--- config.mk ---
export PLATFORM = sky130hd
export DESIGN_NAME = flash_seq
export DESIGN_NICKNAME = d
export VERILOG_FILES = /design/src/flash_seq_pkg.sv /design/src/flash_lock_loader.sv /design/src/flash_seq.sv
export SDC_FILE = /design/constraint.sdc
export NUM_CORES = 1
export LEC_CHECK = 0
export BUFFER_PORTS_ARGS = -buffer_cell sky130_fd_sc_hd__buf_4
export CAP_MARGIN = 0
export CORE_MARGIN = 2
export CORE_UTILIZATION = 35
export CTS_BUF_LIST = sky130_fd_sc_hd__clkbuf_4 sky130_fd_sc_hd__clkbuf_8
export DETAILED_ROUTE_END_ITERATION = 8
export PLACE_DENSITY = 0.6
export SLEW_MARGIN = 30
export SYNTH_ARGS = -nofsm -noshare
export SYNTH_HDL_FRONTEND = slang
export SYNTH_HIERARCHICAL = 1
export SYNTH_SLANG_ARGS = --single-unit
--- constraint.sdc ---
create_clock -name i_clk -period 8.15 [get_ports i_clk]
set_input_delay 0.815 -clock i_clk [delete_from_list [all_inputs] [get_ports i_clk]]
set_output_delay 0.815 -clock i_clk [all_outputs]
set_load 0.01 [all_outputs]
--- src/flash_seq_pkg.sv ---
package flash_seq_pkg;
    // register indices, byte address is four times the index
    localparam logic [3:0]  IDX_LOCK_STATE    = 4'h1;
    localparam logic [3:0]  IDX_STATUS        = 4'h2;
    localparam logic [3:0]  IDX_CMD_INDEX     = 4'h3;
    localparam logic [3:0]  IDX_CMD_WORD      = 4'h4;
    localparam logic [3:0]  IDX_IRQ_STATUS    = 4'h5;
    localparam logic [3:0]  IDX_IRQ_MASK      = 4'h6;
    localparam logic [3:0]  IDX_PARTITION     = 4'h7;
    // configuration byte location
    localparam logic [22:0] CFG_BYTE_ADDR     = 23'h7FFF0F;
    // lock-state field layout
    localparam int          BACKDOOR_UNLOCK_ENABLE_POS         = 6;
    localparam int          SEC_POS           = 0;
    localparam logic [1:0]  BACKDOOR_UNLOCK_ENABLE_ENABLED     = 2'h2;
    localparam logic [1:0]  SEC_UNLOCKED      = 2'h2;
    localparam logic [7:0]  LOCK_FAULT_VALUE  = 8'hFF;
    // status register bits
    localparam int          ST_COMMAND_COMPLETE_FLAG           = 7;
    localparam int          ST_ACCERR         = 5;
    localparam int          ST_PVIOL          = 4;
    localparam int          ST_MC_ERR         = 1;
    localparam int          ST_MC_FATAL       = 0;
    // interrupt status bits
    localparam int          IRQ_DONE          = 0;
    localparam int          IRQ_ACCERR        = 1;
    localparam int          IRQ_MC_ERR        = 2;
    // command codes
    localparam logic [6:0]  CMD_ERASE_VERIFY  = 7'h10;
    localparam logic [6:0]  CMD_PROGRAM       = 7'h11;
    // command word index values
    localparam logic [2:0]  CIDX_ADDR_HI      = 3'h0;
    localparam logic [2:0]  CIDX_ADDR_LO      = 3'h1;
    localparam logic [2:0]  CIDX_WORD0        = 3'h2;
    localparam logic [2:0]  CIDX_WORD3        = 3'h5;
    // reset values
    localparam logic [15:0] PARTITION_RESET   = 16'h8000;
    localparam logic [2:0]  IRQ_MASK_RESET    = 3'h0;
    // memory controller operations
    typedef enum logic [1:0] {MC_PROGRAM, MC_VERIFY, MC_ERASE_VERIFY} mc_op_e;
endpackage

--- src/flash_lock_loader.sv ---
`timescale 1ns/1ns
`default_nettype none
module flash_lock_loader
(
    // clock and reset
    input  wire logic        i_clk,
    input  wire logic        i_sys_rst,
    // configuration read port
    output logic             o_cfg_rd_req,
    output logic [22:0]      o_cfg_rd_addr,
    input  wire logic        i_cfg_rd_valid,
    input  wire logic [7:0]  i_cfg_rd_data,
    input  wire logic        i_cfg_dbl_fault,
    // result
    output logic             o_done,
    output logic [7:0]       o_lock_byte
);
    typedef struct packed {
        logic       req;
        logic       done;
        logic [7:0] lock_byte;
    } loader_s;

    loader_s cur;
    loader_s next_cur;

    always_comb
    begin
        next_cur = cur;
        if (cur.req && i_cfg_rd_valid)
        begin
            next_cur.req  = 1'b0;
            next_cur.done = 1'b1;
            // double fault leaves everything set: locked, no backdoor
            next_cur.lock_byte = i_cfg_dbl_fault ? flash_seq_pkg::LOCK_FAULT_VALUE : i_cfg_rd_data;
        end
    end

    always_ff @(posedge i_clk or posedge i_sys_rst)
    begin
        if (i_sys_rst)
            cur <= '{req: 1'b1, done: 1'b0, lock_byte: flash_seq_pkg::LOCK_FAULT_VALUE};
        else
            cur <= next_cur;
    end

    assign o_cfg_rd_req  = cur.req;
    assign o_cfg_rd_addr = flash_seq_pkg::CFG_BYTE_ADDR;
    assign o_done        = cur.done;
    assign o_lock_byte   = cur.lock_byte;
endmodule
`default_nettype wire

--- src/flash_seq.sv ---
// What this block does
// - lock-state register at index 0x0001, readable, software writes change nothing
// - lock-state register loaded from configuration byte during reset sequence
// - double-bit fault on that read sets every lock-state bit
// - backdoor unlock enabled only when enable field equals 10
// - backdoor unlock forces lock-state field to 10
// - erase-verify: access error unless command index equals 010 at launch
// - erase-verify: access error if a load-data-field sequence is active
// - program: access error if command not permitted in current mode (lock-state field not 10)
// - erase-verify: access error on invalid or odd global address
// - erase-verify: access error on partition address, block overrun, partition entry
// - erase-verify read sets error status, and fatal status on uncorrectable error
// - program writes one to four erased words and verifies each one
// - clearing complete flag launches; index at launch sets word count
// - program makes access-error checks only, no protection checks
// - complete flag set again when program finishes
`timescale 1ns/1ns
`default_nettype none
module flash_seq
#(
    parameter logic [22:0] DFLASH_BASE  = 23'h100000,
    parameter logic [22:0] DFLASH_BYTES = 23'h008000
)
(
    // clock and reset
    input  wire logic        i_clk,
    input  wire logic        i_sys_rst,
    // apb slave
    input  wire logic        i_psel,
    input  wire logic        i_penable,
    input  wire logic        i_pwrite,
    input  wire logic [11:0] i_paddr,
    input  wire logic [31:0] i_pwdata,
    output logic             o_pready,
    output logic [31:0]      o_prdata,
    output logic             o_pslverr,
    // configuration read port
    output logic             o_cfg_rd_req,
    output logic [22:0]      o_cfg_rd_addr,
    input  wire logic        i_cfg_rd_valid,
    input  wire logic [7:0]  i_cfg_rd_data,
    input  wire logic        i_cfg_dbl_fault,
    // memory controller
    output logic             o_mc_req,
    output logic [1:0]       o_mc_op,
    output logic [22:0]      o_mc_addr,
    output logic [15:0]      o_mc_data,
    output logic [15:0]      o_mc_len,
    input  wire logic        i_mc_ack,
    input  wire logic        i_mc_err,
    input  wire logic        i_mc_fatal,
    // system
    input  wire logic        i_backdoor_unlock,
    input  wire logic        i_load_field_active,
    output logic             o_backdoor_enabled,
    output logic             o_irq
);
    typedef enum {SEQ_BOOT, SEQ_IDLE, SEQ_PROG, SEQ_VERIFY, SEQ_ERASE_VER} seq_e;

    typedef struct packed {
        seq_e              seq;
        logic              pready;
        logic [31:0]       prdata;
        logic              pslverr;
        logic [7:0]        lock_state;
        logic              command_complete_flag;
        logic              accerr;
        logic              pviol;
        logic              mc_err;
        logic              mc_fatal;
        logic [2:0]        cmd_index;
        logic [5:0][15:0]  cmd_words;
        logic [2:0]        irq_status;
        logic [2:0]        irq_mask;
        logic [15:0]       partition;
        logic [1:0]        word_cnt;
        logic [1:0]        word_last;
        logic              mc_req;
        flash_seq_pkg::mc_op_e mc_op;
        logic [22:0]       mc_addr;
        logic [15:0]       mc_data;
        logic [15:0]       mc_len;
        logic              backdoor_en;
        logic              irq;
    } seq_s;

    seq_s cur;
    seq_s next_cur;

    logic        loader_done;
    logic [7:0]  loader_byte;

    flash_lock_loader u_loader
    (
        .i_clk           (i_clk),
        .i_sys_rst       (i_sys_rst),
        .o_cfg_rd_req    (o_cfg_rd_req),
        .o_cfg_rd_addr   (o_cfg_rd_addr),
        .i_cfg_rd_valid  (i_cfg_rd_valid),
        .i_cfg_rd_data   (i_cfg_rd_data),
        .i_cfg_dbl_fault (i_cfg_dbl_fault),
        .o_done          (loader_done),
        .o_lock_byte     (loader_byte)
    );

    // decoded command fields
    logic [6:0]  cmd_code;
    logic [22:0] cmd_addr;
    logic [22:0] cmd_off;
    logic [22:0] cmd_end;
    logic [22:0] sect_bytes;
    logic [22:0] user_bytes;
    logic        locked;
    logic        addr_bad;
    logic        launch_err;
    logic [3:0]  reg_idx;
    logic        bus_access;
    logic        bus_done;
    logic [31:0] rd_value;
    logic        rd_mapped;

    assign cmd_code   = cur.cmd_words[0][14:8];
    assign cmd_addr   = {cur.cmd_words[0][6:0], cur.cmd_words[1]};
    assign cmd_off    = 23'(cmd_addr - DFLASH_BASE);
    assign user_bytes = {7'h00, cur.partition};
    assign locked     = cur.lock_state[flash_seq_pkg::SEC_POS +: 2] != flash_seq_pkg::SEC_UNLOCKED;
    assign reg_idx    = i_paddr[5:2];
    assign bus_access = i_psel && i_penable && (i_paddr[11:6] == 6'h00) && (i_paddr[1:0] == 2'h0);
    assign bus_done   = i_psel && i_penable && cur.pready;

    // section length in bytes: erase-verify takes it from word 2, program from the index
    always_comb
    begin
        if (cmd_code == flash_seq_pkg::CMD_ERASE_VERIFY)
            sect_bytes = {6'h00, cur.cmd_words[2], 1'b0};
        else
            sect_bytes = {18'h00000, 4'(cur.cmd_index - flash_seq_pkg::CIDX_ADDR_LO), 1'b0};
        cmd_end = 23'(cmd_off + sect_bytes);
    end

    // access checks common to both commands; program has no protection checks
    always_comb
    begin
        addr_bad = 1'b0;
        if ((cmd_addr < DFLASH_BASE) || (cmd_off >= DFLASH_BYTES) || cmd_addr[0])
            addr_bad = 1'b1;
        if ((cmd_off >= user_bytes) || (cmd_end > DFLASH_BYTES) || (cmd_end > user_bytes))
            addr_bad = 1'b1;
        launch_err = addr_bad;
        // codes above seven bits are unknown commands
        if (cur.cmd_words[0][15])
            launch_err = 1'b1;
        if (cmd_code == flash_seq_pkg::CMD_ERASE_VERIFY)
        begin
            if (cur.cmd_index != flash_seq_pkg::CIDX_WORD0)
                launch_err = 1'b1;
            if (i_load_field_active)
                launch_err = 1'b1;
        end
        else if (cmd_code == flash_seq_pkg::CMD_PROGRAM)
        begin
            if ((cur.cmd_index < flash_seq_pkg::CIDX_WORD0) || (cur.cmd_index > flash_seq_pkg::CIDX_WORD3))
                launch_err = 1'b1;
            if (locked)
                launch_err = 1'b1;
        end
        else
        begin
            launch_err = 1'b1;
        end
    end

    // register read mux
    always_comb
    begin
        rd_value  = 32'h00000000;
        rd_mapped = 1'b1;
        unique case (reg_idx)
            flash_seq_pkg::IDX_LOCK_STATE: rd_value[7:0] = cur.lock_state;
            flash_seq_pkg::IDX_STATUS:
            begin
                rd_value[flash_seq_pkg::ST_COMMAND_COMPLETE_FLAG]     = cur.command_complete_flag;
                rd_value[flash_seq_pkg::ST_ACCERR]   = cur.accerr;
                rd_value[flash_seq_pkg::ST_PVIOL]    = cur.pviol;
                rd_value[flash_seq_pkg::ST_MC_ERR]   = cur.mc_err;
                rd_value[flash_seq_pkg::ST_MC_FATAL] = cur.mc_fatal;
            end
            flash_seq_pkg::IDX_CMD_INDEX:  rd_value[2:0] = cur.cmd_index;
            flash_seq_pkg::IDX_CMD_WORD:
            begin
                if (cur.cmd_index <= flash_seq_pkg::CIDX_WORD3)
                    rd_value[15:0] = cur.cmd_words[cur.cmd_index];
            end
            flash_seq_pkg::IDX_IRQ_STATUS: rd_value[2:0] = cur.irq_status;
            flash_seq_pkg::IDX_IRQ_MASK:   rd_value[2:0] = cur.irq_mask;
            flash_seq_pkg::IDX_PARTITION:  rd_value[15:0] = cur.partition;
            default:                       rd_mapped = 1'b0;
        endcase
    end

    always_comb
    begin
        next_cur = cur;
        // apb: one wait cycle, then answer
        next_cur.pready  = 1'b0;
        next_cur.pslverr = 1'b0;
        if (i_psel && i_penable && !cur.pready)
        begin
            next_cur.pready  = 1'b1;
            next_cur.prdata  = i_pwrite ? 32'h00000000 : rd_value;
            next_cur.pslverr = !(bus_access && rd_mapped);
        end

        // write and read side effects at the completing edge
        if (bus_done && bus_access && !cur.pslverr)
        begin
            if (!i_pwrite && (reg_idx == flash_seq_pkg::IDX_IRQ_STATUS))
                next_cur.irq_status = 3'h0;
            if (i_pwrite)
            begin
                unique case (reg_idx)
                    flash_seq_pkg::IDX_STATUS:
                    begin
                        if (i_pwdata[flash_seq_pkg::ST_ACCERR])
                            next_cur.accerr = 1'b0;
                        if (i_pwdata[flash_seq_pkg::ST_PVIOL])
                            next_cur.pviol = 1'b0;
                        if (i_pwdata[flash_seq_pkg::ST_COMMAND_COMPLETE_FLAG] && cur.command_complete_flag && (cur.seq == SEQ_IDLE))
                        begin
                            if (launch_err)
                            begin
                                next_cur.accerr = 1'b1;
                                next_cur.irq_status[flash_seq_pkg::IRQ_ACCERR] = 1'b1;
                            end
                            else
                            begin
                                // clearing the flag launches the command
                                next_cur.command_complete_flag      = 1'b0;
                                next_cur.mc_err    = 1'b0;
                                next_cur.mc_fatal  = 1'b0;
                                next_cur.word_cnt  = 2'h0;
                                next_cur.word_last = 2'(cur.cmd_index - flash_seq_pkg::CIDX_WORD0);
                                next_cur.mc_req    = 1'b1;
                                next_cur.mc_addr   = cmd_addr;
                                next_cur.mc_len    = cur.cmd_words[2];
                                if (cmd_code == flash_seq_pkg::CMD_ERASE_VERIFY)
                                begin
                                    next_cur.seq   = SEQ_ERASE_VER;
                                    next_cur.mc_op = flash_seq_pkg::MC_ERASE_VERIFY;
                                end
                                else
                                begin
                                    next_cur.seq     = SEQ_PROG;
                                    next_cur.mc_op   = flash_seq_pkg::MC_PROGRAM;
                                    next_cur.mc_data = cur.cmd_words[flash_seq_pkg::CIDX_WORD0];
                                    next_cur.mc_len  = 16'h0001;
                                end
                            end
                        end
                    end
                    flash_seq_pkg::IDX_CMD_INDEX:
                    begin
                        if (cur.command_complete_flag)
                            next_cur.cmd_index = i_pwdata[2:0];
                    end
                    flash_seq_pkg::IDX_CMD_WORD:
                    begin
                        if (cur.command_complete_flag && (cur.cmd_index <= flash_seq_pkg::CIDX_WORD3))
                            next_cur.cmd_words[cur.cmd_index] = i_pwdata[15:0];
                    end
                    flash_seq_pkg::IDX_IRQ_MASK:  next_cur.irq_mask = i_pwdata[2:0];
                    flash_seq_pkg::IDX_PARTITION:
                    begin
                        if (cur.command_complete_flag)
                            next_cur.partition = i_pwdata[15:0];
                    end
                    default:
                    begin
                        // lock-state and others ignore writes
                        next_cur.lock_state = cur.lock_state;
                    end
                endcase
            end
        end

        // sequencer
        unique case (cur.seq)
            SEQ_BOOT:
            begin
                if (loader_done)
                begin
                    next_cur.lock_state = loader_byte;
                    next_cur.command_complete_flag       = 1'b1;
                    next_cur.seq        = SEQ_IDLE;
                end
            end
            SEQ_IDLE:
            begin
            end
            SEQ_PROG:
            begin
                if (i_mc_ack)
                begin
                    next_cur.seq   = SEQ_VERIFY;
                    next_cur.mc_op = flash_seq_pkg::MC_VERIFY;
                end
            end
            SEQ_VERIFY:
            begin
                if (i_mc_ack)
                begin
                    if (i_mc_err)
                        next_cur.mc_err = 1'b1;
                    if (i_mc_fatal)
                        next_cur.mc_fatal = 1'b1;
                    if (cur.word_cnt == cur.word_last)
                    begin
                        next_cur.mc_req = 1'b0;
                        next_cur.command_complete_flag   = 1'b1;
                        next_cur.seq    = SEQ_IDLE;
                        next_cur.irq_status[flash_seq_pkg::IRQ_DONE] = 1'b1;
                        if (i_mc_err || i_mc_fatal || cur.mc_err || cur.mc_fatal)
                            next_cur.irq_status[flash_seq_pkg::IRQ_MC_ERR] = 1'b1;
                    end
                    else
                    begin
                        next_cur.word_cnt = 2'(cur.word_cnt + 2'h1);
                        next_cur.mc_addr  = 23'(cur.mc_addr + 23'h000002);
                        next_cur.mc_data  = cur.cmd_words[3'(flash_seq_pkg::CIDX_WORD0 + {1'b0, cur.word_cnt} + 3'h1)];
                        next_cur.seq      = SEQ_PROG;
                        next_cur.mc_op    = flash_seq_pkg::MC_PROGRAM;
                    end
                end
            end
            SEQ_ERASE_VER:
            begin
                if (i_mc_ack)
                begin
                    next_cur.mc_err   = i_mc_err;
                    next_cur.mc_fatal = i_mc_fatal;
                    next_cur.mc_req   = 1'b0;
                    next_cur.command_complete_flag     = 1'b1;
                    next_cur.seq      = SEQ_IDLE;
                    next_cur.irq_status[flash_seq_pkg::IRQ_DONE] = 1'b1;
                    if (i_mc_err || i_mc_fatal)
                        next_cur.irq_status[flash_seq_pkg::IRQ_MC_ERR] = 1'b1;
                end
            end
        endcase

        // backdoor unlock forces the lock-state field open
        if (i_backdoor_unlock && cur.backdoor_en && (cur.seq != SEQ_BOOT))
            next_cur.lock_state[flash_seq_pkg::SEC_POS +: 2] = flash_seq_pkg::SEC_UNLOCKED;
        next_cur.backdoor_en = next_cur.lock_state[flash_seq_pkg::BACKDOOR_UNLOCK_ENABLE_POS +: 2] == flash_seq_pkg::BACKDOOR_UNLOCK_ENABLE_ENABLED;
        next_cur.irq = |(next_cur.irq_status & next_cur.irq_mask);
    end

    always_ff @(posedge i_clk or posedge i_sys_rst)
    begin
        if (i_sys_rst)
        begin
            cur            <= '0;
            cur.seq        <= SEQ_BOOT;
            cur.lock_state <= flash_seq_pkg::LOCK_FAULT_VALUE;
            cur.partition  <= flash_seq_pkg::PARTITION_RESET;
            cur.irq_mask   <= flash_seq_pkg::IRQ_MASK_RESET;
            cur.mc_op      <= flash_seq_pkg::MC_PROGRAM;
        end
        else
        begin
            cur <= next_cur;
        end
    end

    assign o_pready           = cur.pready;
    assign o_prdata           = cur.prdata;
    assign o_pslverr          = cur.pslverr;
    assign o_mc_req           = cur.mc_req;
    assign o_mc_op            = cur.mc_op;
    assign o_mc_addr          = cur.mc_addr;
    assign o_mc_data          = cur.mc_data;
    assign o_mc_len           = cur.mc_len;
    assign o_backdoor_enabled = cur.backdoor_en;
    assign o_irq              = cur.irq;
endmodule
`default_nettype wire

==> impl_metrics.tcl, run 1 <==
set metrics [dict create \
    global_route_wire_length_before_repair_mm 64.49 \
    synth.top_cells.by_count "dfrtp_1, mux2_2, buf_4" \
    gp_congestion 0.8573 \
    finalClockSkew_ns 0.02636 \
    max_slew_margin_pct 35.10 \
    synth-seq-cells 257 \
    syn-cell-area_sq_um 14920 \
    reg2reg_to "o_mc_len[12]$_DFFE_PP0P_" \
    core.rowCount 75 \
    cp-end-kind "register" \
    cts_post_setup_buffers_inserted 0 \
    layout.core_utilization_pct 39.38 \
    cts_htree_levels 2 \
    synthesis.instances 1408 \
    synth_largest_area_cell "dfrtp_1" \
    maxClockFrequency_mhz 155.6 \
    synth-async-reset-ratio_pct 100.0 \
    detail_route.iter0.violations 833 \
    overall_overflow_remaining_after_global_route 0 \
    pin_count 182 \
    cellPowerDensity_nw_per_um2 166.0 \
    timing.critical_path.required_ns 8.62 \
    avgRoutedWirePerCell_um 20.65 \
    r2r_setup_slack_ns 1.72 \
    cp_slowest_stage_delay_ns 0.67 \
    worstSkewPairLatency_ns 0.59 \
    ys.flop_type "dfrtp_1" \
    cts.sinks 257 \
    rsz0062_at_grt "no" \
    leading_cell_type_by_number_of_instances_after_synthesis "dfrtp_1" \
    routed_wl_mm 41.30 \
    final-setup-viol-count 0 \
    detail_route.vias_per_cell 5.409 \
    die_height_um 210.5 \
    post_synth_num_cell_types 80 \
    cp-start-kind "register" \
    cp_slowest_cell "a2111oi_0" \
    synthDominantCellAreaShare_pct 40.09 \
    whs_ns 0.2587 \
    nets 1548 \
    timing.reg2reg.worst_path_depth 22 \
    cts_hold_buf 0 \
    cts_max_path_buffers 3 \
    synth.area.top_cells "dfrtp_1, mux2_2, buf_4, mux4_2, ha_1" \
    timing.setup.critical_path_class "reg -> reg" \
    ys_seq_area_share_pct 43.26 \
    drive_gt1_share_pct 29.66 \
    run_status "completed" \
    clk_transition_reported_paths_ns 0.07 \
    cts_tree "built" \
    critical_path.most_common_cell "nand2_1" \
    leakage_power_summed_over_all_cells_nw 7.698 \
    die-width_um 210.5 \
    tightest_slew_ns 0.9736 \
    tns_ns 0 \
    timing_max_transition_violations_final 0 \
    cts_buffers 45 \
    largest_net_degree_at_the_start_of_global_routing 111 \
    fillerInstances 4102 \
    crit_path_max_fanout 35 \
    ys.warnings.count 6 \
    grtUsageTotal_pct 18.73 \
    clockRootBuffer "clkbuf_8" \
    crit_chain "nor4b_1 -> nand2_1 -> nor2_2 -> o21ai_0 -> ha_1 -> nand3_1 -> nor2_1 -> o21bai_4 -> nand2_1 -> nor3_1 -> a2111oi_0 -> ha_1 -> a21oi_1 -> nand2_1 -> nand2_1 -> a31oi_1 -> o21ai_0 -> o311ai_1 -> buf_4 -> nor4b_4 -> buf_4 -> mux2_2" \
    die-area_sq_um 44290 \
    total_number_of_vias 10820 \
    critPathBufInv 2 \
    final.min_clock_period_ns 6.426 \
    hold_violations 0 \
    flow.area_growth_from_synthesis_pct 10.96 \
    first_global_vias 10830 \
    max-cap-violations 0 \
    ir_drop_mv 0.08780 \
    numPortBuffers 126 \
    number_of_enable_flip_flop_cells_after_synthesis 0 \
    post_synth.cell_area_avg_sq_um 10.60 \
    core-area_sq_um 42040 \
    dr.pass1.iters 5 \
    post-route-period-util_pct 78.85 \
    drcViolationCount 0 \
    remaining_number_of_nets_flagged_by_the_antenna_check_after_routing 0 \
    worstHoldPathType "in -> async" \
    post_cts_resize_count 0 \
    crit_family "simple AND/OR/NAND/NOR gates" \
    detailed_place_hpwl_mm 29.73 \
    initial_core_util_pct 35.49 \
    worst_ep_arrival_time_ns 6.90 \
    antenna_violations_before_repair 0 \
]
[power breakdown]
group	total [mW]	internal [mW]	switching [mW]
clock	1.32	0.770	0.553
sequential	1.30	1.29	0.00955
combinational	0.130	0.0432	0.0866
total	2.75	2.10	0.649
[worst register-to-register path, stage by stage (launching register included)]
cell,delay [ns]
dfrtp_1,0.42
nor4b_1,0.36
nand2_1,0.26
nor2_2,0.60
o21ai_0,0.26
ha_1,0.42
nand3_1,0.10
nor2_1,0.25
o21bai_4,0.11
nand2_1,0.10
nor3_1,0.06
a2111oi_0,0.67
ha_1,0.38
a21oi_1,0.19
nand2_1,0.08
nand2_1,0.06
a31oi_1,0.04
o21ai_0,0.25
o311ai_1,0.17
buf_4,0.21
nor4b_4,0.45
buf_4,0.46
mux2_2,0.42
[metrics by stage]
stage / cell area, sq um / total power, mW / setup WS, ns / std cells
final: 16550 / 2.748 / 1.724 / 2000
after global routing: 16550 / 2.848 / 1.213 / 1999
after CTS: 16550 / 2.785 / 1.621 / 1999
after detailed placement: 15550 / 1.449 / 1.678 / 1918
after global placement: 15550 / 1.447 / 1.660 / 1918
after floorplan: 15050 / 1.407 / 0.5633 / 1444
[layout make-up]
cell class,count,area (sq um),share of cell area [%]
antenna,1,2.502,0.01512
clock buffer,70,863.3,5.215
clock inverter,11,136.4,0.8239
inverter,44,172.7,1.043
multi-input combinational,938,7193,43.45
sequential,257,6456,39.00
tap,539,674.4,4.074
timing repair buffer,140,1055,6.372
[routing by layer]
layer,part of all wire (%),GRT usage [%],vias to the layer above
li1,-,-,4954
met1,46,26.55,5434
met2,46,29.65,384
met3,6.2,3.486,45
met4,1.6,4.541,0
met5,0,0,-
[cells in the final DEF (no fill, tap or decap), drive strengths merged, types with 4 or more instances in the layout]
cell type	count
a31oi	8
o211ai	4
o22ai	5
and3	10
dfrtp	239
nor4b	5
or2	5
a21o	13
mux2i	56
nor2b	9
clkbuf	70
inv	44
xnor2	10
nor2	86
nand2	97
a22o	5
buf	140
nand3	15
a211oi	28
conb	39
and2	21
clkinv	7
mux4	32
a21oi	74
o21ai	82
nand4	21
nand3b	4
mux2	138
dfstp	18
nor3	26
nand2b	8
ha	57
a22oi	12
or3	5
nor4	16
[how the worst max path moves through the flow]
stage | start | end | slack [ns] | cells after the start
2_1_floorplan | i_sys_rst | async pin | 0.56 | 1
3_3_place_gp | register | o_mc_len[14]$_DFFE_PP0P_ | 1.66 | 21
3_5_place_dp | register | o_mc_len[12]$_DFFE_PP0P_ | 1.68 | 21
4_1_cts | register | o_mc_len[12]$_DFFE_PP0P_ | 1.62 | 21
5_1_grt | register | o_mc_len[12]$_DFFE_PP0P_ | 1.21 | 22
6_report | register | o_mc_len[12]$_DFFE_PP0P_ | 1.72 | 22
[cells by family (layout without fill, tap and decap cells)]
group                    Yosys count  after routing  share of synthesized area, %
multiplexers                     226            226                         19.03
XOR/XNOR                          13             13                        0.7632
AO/OA/AOI/OAI                    262            262                         11.05
flip-flops                       257            257                         43.26
AND/OR/NAND/NOR                  340            340                         11.30
other                              3             40                       0.07548
buffers and inverters            249            265                         9.612
adder cells (fa/ha/maj)           58             58                         4.915
Power figures use the tool's default switching activity.
==> inputs of run 2 (changes only) <==
PLACE_DENSITY = 0.62   (was 0.6)
clock period = 5.65 ns   (was 8.15 ns; I/O delays follow)
==> run 2 against run 1 <==
Net effect:
- hold slack worse by 0.064 ns
- critical endpoint is now o_mc_data[14]$_DFF_PP0_
- cell area is 1.9% higher
- final cell count is 1.5% higher
- critical path depth is 2 higher
- non-clock buffer count is 34 higher
- largest cell class unchanged
- die area stayed put
- via count is 1.1% higher
- sequential power is 44% higher
- critical path type unchanged
- clock skew is 0.0050 ns lower
- first-iteration DRC count is 0.96% higher
- clock power is 37% higher
==> impl_metrics.tcl, run 2 (same netlist as run 1, synthesis figures left out) <==
set metrics [dict create \
    antenna_violations_before_repair 0 \
    fillerInstances 4049 \
    antennaDiodeCount 0 \
    max_slew_margin_pct 37.26 \
    ff_latch_area_sq_um 6456 \
    drive_gt1_share_pct 31.72 \
    multi_input_comb_area_sq_um 7253 \
    nets 1580 \
    die-width_um 210.5 \
    timing.reg2reg.worst_path_depth 24 \
    cts_buffers 43 \
    layout_commonest_cell "dfrtp_1" \
    cellPowerDensity_nw_per_um2 229.4 \
    largest_net_degree_at_the_start_of_global_routing 148 \
    min_path_cells 2 \
    cts_tree "built" \
    routed_wl_mm 42.11 \
    pin_count 182 \
    remaining_number_of_nets_flagged_by_the_antenna_check_after_routing 0 \
    cts.sinks 257 \
    hold_violations 0 \
    placedCellCount 1949 \
    numPortBuffers 126 \
    pre_cts_slack_ns -0.02892 \
    first_global_vias 10930 \
    die-area_sq_um 44290 \
    power.internal_mw 2.956 \
    worstHoldPathType "in -> reg" \
    clockRootBuffer "clkbuf_8" \
    final-setup-viol-count 0 \
    grtUsageTotal_pct 18.94 \
    final.min_clock_period_ns 5.372 \
    timing.critical_path.required_ns 6.09 \
    overall_overflow_remaining_after_global_route 0 \
    cts_max_path_buffers 3 \
    core.rowCount 75 \
    dr.pass1.iters 6 \
    worst_ep_arrival_time_ns 5.81 \
    cts_htree_levels 2 \
    run_status "completed" \
    global_route_wire_length_before_repair_mm 64.94 \
    finalClockSkew_ns 0.02132 \
    total_number_of_vias 10940 \
    tns_ns 0 \
    core-area_sq_um 42040 \
    cp-start-kind "register" \
    p_seq_share_pct 48.3 \
    ir_drop_mv 0.1429 \
    detailed_place_hpwl_mm 30.34 \
    drcViolationCount 0 \
    flow.area_growth_from_synthesis_pct 13.08 \
    clk_transition_reported_paths_ns 0.06 \
    tightest_slew_ns 0.9388 \
    die_height_um 210.5 \
    power.net_switching_uw 912.7 \
    layout.cells.non_filler 2030 \
    maxClockFrequency_mhz 186.1 \
    most-common-layout-cells "dfrtp_1, buf_4, mux2_2" \
    leakage_power_summed_over_all_cells_nw 7.863 \
    initial_core_util_pct 35.49 \
    timing_max_transition_violations_final 0 \
    worstSkewPairLatency_ns 0.59 \
    detail_route.vias_per_cell 5.388 \
    post-route-period-util_pct 95.09 \
    timing.final.ws_setup_ns 0.2777 \
    crit_path_max_fanout 15 \
    cp-end-kind "register" \
    max-cap-violations 0 \
    comb_power_share_pct 4.9 \
    whs_ns 0.1949 \
    avgRoutedWirePerCell_um 20.74 \
    timing.setup.critical_path_class "reg -> reg" \
    gp_congestion 0.8772 \
    detail_route.iter0.violations 841 \
    swShare_pct 23.59 \
    power.clock.fraction_pct 46.8 \
]
==> run 2: per-layer routing <==
layer	wire, um	up-vias	GRT usage (%)
met5	0	-	0
met4	1010	0	5.828
met3	2648	61	4.067
met2	19120	379	29.52
met1	19330	5490	26.40
li1	-	5007	-
==> run 2: metrics by stage <==
stage,util [%],area [sq um],total power [mW]
2_1_floorplan,-,15060,2.031
3_3_place_gp,37.61,15810,2.090
3_5_place_dp,37.61,15810,2.093
4_1_cts,40.00,16810,3.925
5_1_grt,40.13,16870,4.031
6_report,40.13,16870,3.869
==> run 2: critical path, cell delays in order, from the launching register on <==
cell and delay, ns:
dfrtp_1 0.42, nor4b_2 0.30, nand2_1 0.13, buf_4 0.17
nor2_1 0.08, buf_4 0.21, buf_4 0.17, and2_1 0.17
ha_1 0.34, a21o_1 0.25, or2_1 0.29, o311ai_2 0.27
a2111oi_2 0.08, buf_4 0.17, ha_1 0.30, nand2_1 0.12
nor3_1 0.08, a31o_2 0.25, o21ai_2 0.15, o311ai_4 0.16
buf_4 0.21, nor4b_4 0.35, buf_12 0.22, mux2i_1 0.23
a21oi_1 0.09
==> run 2: worst paths after layout <==
kind / to / slack (ns) / start
worst min register to register: cur[247]$_DFF_PP0_ / 0.38 / cur[247]$_DFF_PP0_
max in group asynchronous: o_prdata[12]$_DFFE_PP0P_ / 3.75 / i_sys_rst
worst min-delay path: u_loader/o_cfg_rd_req$_DFFE_PP1P_ / 0.19 / i_cfg_rd_valid
worst max register to register: o_mc_data[14]$_DFF_PP0_ / 0.28 / register
worst max-delay path: o_mc_data[14]$_DFF_PP0_ / 0.28 / register
min in group asynchronous: u_loader/o_done$_DFFE_PP0P_ / 0.54 / i_sys_rst
==> run 2: final cells by class <==
class	instances	share of cell area (%)
Clock buffer	70	5.007
Sequential cell	257	38.27
Clock inverter	8	0.5711
Tap cell	539	3.998
Inverter	44	1.001
Multi-Input combinational cell	938	43.00
Timing Repair Buffer	174	8.152
==> run 2: power by group through the flow <==
stage	Sequential, mW	Combinational [mW]	Clock [mW]
after floorplan	1.90	0.135	0
after global placement	1.90	0.189	0
after detailed placement	1.90	0.192	0
after CTS	1.87	0.192	1.86
after global routing	1.87	0.209	1.95
final	1.87	0.190	1.81
==> run 2: repair_timing <==
| item | 4_1_cts | 5_1_grt |
|---|---|---|
| setup buffers | 1 | 0 |
| endpoints found under the hold margin | 1 | 0 |
| setup endpoints to repair | 38 | 68 |
| pin swaps | 2 | 1 |
| gates resized for setup | 3 | 13 |
| hold buffers | 1 | 0 |
| cloned | 1 | 0 |
==> inputs of run 3 (changes only) <==
==> constraint.sdc (replaced) <==
create_clock -name i_clk -period 5.65 [get_ports i_clk]
set_input_delay 0.8475 -clock i_clk [delete_from_list [all_inputs] [get_ports i_clk]]
set_output_delay 0.8475 -clock i_clk [all_outputs]
set_load 0.01 [all_outputs]
==> run 3 against run 2 <==
Net effect:
- count of clock-buffer cells in the layout shrank 1
- sequential power is essentially flat
- routed wire length shrank 0.90%
- clock skew shrank 0.0067 ns
- final cell count grew 0.34%
- largest power group unchanged
- highest routed layer unchanged
==> impl_metrics.tcl, run 3 (same netlist as run 1, synthesis figures left out) <==
set metrics [dict create \
    first_global_vias 11110 \
    final.min_clock_period_ns 5.366 \
    detail_route.vias_per_cell 5.331 \
    total_power_mw 3.909 \
    flow.area_growth_from_synthesis_pct 13.54 \
    drcViolationCount 0 \
    tightest_slew_ns 0.9218 \
    cp-start-kind "register" \
    fillerInstances 4012 \
    worstHoldPathType "in -> async" \
    clk_transition_reported_paths_ns 0.06 \
    r2r_setup_slack_ns 0.28 \
    detail_route.iter0.violations 770 \
    pin_count 182 \
    core-area_sq_um 42040 \
    hold_violations 0 \
    gp_congestion 0.8736 \
    finalClockSkew_ns 0.01460 \
    core.rowCount 75 \
    cts.sinks 257 \
    most-common-layout-cells "dfrtp_1, buf_4, mux2_2" \
    final-setup-viol-count 0 \
    cp-endpoint "o_mc_addr[16]$_DFF_PP0_" \
    cellPowerDensity_nw_per_um2 230.8 \
    initial_core_util_pct 35.49 \
    max_slew_margin_pct 38.54 \
    grtUsageTotal_pct 18.98 \
    reg2reg_to "o_mc_addr[16]$_DFF_PP0_" \
    timing.reg2reg.worst_path_depth 25 \
    worst_ep_arrival_time_ns 5.84 \
    clockRootBuffer "clkbuf_8" \
    remaining_number_of_nets_flagged_by_the_antenna_check_after_routing 0 \
    detailed_place_hpwl_mm 30.40 \
    die_height_um 210.5 \
    maxClockFrequency_mhz 186.4 \
    cts_buffers 43 \
    cts_htree_levels 2 \
    antennaDiodeCount 0 \
    total_number_of_vias 10860 \
    layout_commonest_cell "dfrtp_1" \
    global_route_wire_length_before_repair_mm 65.25 \
    cp_slowest_cell "dfrtp_1" \
    numPortBuffers 126 \
    antenna_violations_before_repair 0 \
    timing.critical_path.required_ns 6.12 \
    worstSkewPairLatency_ns 0.59 \
    critical_path.most_common_cell "buf_4" \
    cts_max_path_buffers 3 \
    timing_max_transition_violations_final 0 \
    crit_family "compound AO/OA/AOI/OAI gates" \
    cp_slowest_stage_delay_ns 0.42 \
    die-width_um 210.5 \
    max-cap-violations 0 \
    cts_hold_buf 0 \
    timing.setup.critical_path_class "reg -> reg" \
    largest_net_degree_at_the_start_of_global_routing 148 \
    cp-end-kind "register" \
    tns_ns 0 \
    routed_wl_mm 41.73 \
    drive_gt1_share_pct 31.98 \
    cp_num_cells 25 \
    dr.pass1.iters 5 \
    layout.core_utilization_pct 40.29 \
    leakage_power_summed_over_all_cells_nw 7.912 \
    post-route-period-util_pct 94.97 \
    avgRoutedWirePerCell_um 20.49 \
    critPathBufInv 7 \
    cts_tree "built" \
    nets 1585 \
    die-area_sq_um 44290 \
    ir_drop_mv 0.1214 \
    overall_overflow_remaining_after_global_route 0 \
    crit_path_max_fanout 14 \
    run_status "completed" \
]
-- run 3: cell types whose count changed in the layout (fill, tap and decap cells not counted), moves of 2 or more --
cell	previous run	this run
clkbuf_4	19	16
a21oi_2	4	1
clkbuf_8	51	53
a21oi_1	69	72
buf_4	168	174
-- run 3: worst min path at each step --
stage                                  start                          end  slack, ns  cells past startpoint
after floorplan           cur[235]$_DFF_PP0_           cur[235]$_DFF_PP0_       0.43                      1
after global placement    cur[253]$_DFF_PP0_           cur[253]$_DFF_PP0_       0.36                      0
after detailed placement  cur[254]$_DFF_PP0_           cur[254]$_DFF_PP0_       0.37                      0
after CTS                          i_sys_rst  u_loader/o_done$_DFFE_PP0P_       0.24                      2
after global routing               i_sys_rst  u_loader/o_done$_DFFE_PP0P_       0.27                      2
final                              i_sys_rst  u_loader/o_done$_DFFE_PP0P_       0.26                      2
-- run 3: where the power goes --
group / total, mW / switching (mW) / internal, mW
sequential: 1.87 / 0.0140 / 1.85
combinational: 0.191 / 0.126 / 0.0648
clock: 1.85 / 0.797 / 1.05
total: 3.91 / 0.937 / 2.97
-- run 3: what timing repair did --
| item | CTS | global route |
|---|---|---|
| endpoints found under the setup margin | 40 | 68 |
| setup buffers | 2 | 0 |
| resized for setup | 2 | 11 |
| gates cloned | 1 | 0 |
| pin swaps | 2 | 4 |
-- run 3: per-layer routing --
layer	track usage, %	wire length, um	vias to the layer above
met3	3.993	2415	59
met1	26.83	19370	5419
met4	5.294	918	0
met5	0	0	-
li1	-	-	5029
met2	29.48	19030	352
-- run 3: worst register-to-register path, delay by kind of cell (launching register included) --
kind | cells | cell delay, ns
AO/OA/AOI/OAI | 8 | 1.47
buffers and inverters | 7 | 1.37
AND/OR/NAND/NOR | 8 | 1.36
adder cells (fa/ha/maj) | 2 | 0.63
flip-flops | 1 | 0.42
-- run 3: area by class of cell --
| cell class | count | area (sq um) | share of cell area, % |
|---|---|---|---|
| well taps | 539 | 674.4 | 3.982 |
| flip-flops and latches | 257 | 6456 | 38.12 |
| inverters | 44 | 168.9 | 0.9973 |
| multi-input cells | 938 | 7249 | 42.80 |
| clock buffers | 69 | 849.6 | 5.016 |
| repair buffers | 179 | 1419 | 8.377 |
| clock inverters | 11 | 120.1 | 0.7092 |
-- run 3: stage by stage --
stage	hold WS, ns	cell area, sq um	cells	setup WS (ns)
after floorplan	0.4294	15060	1444	0.02307
after detailed placement	0.3667	15860	1954	-0.06979
final	0.2595	16940	2037	0.2840
after global placement	0.3649	15840	1953	0.01515
after CTS	0.2387	16890	2037	0.04014
after global routing	0.2743	16940	2037	-0.01035
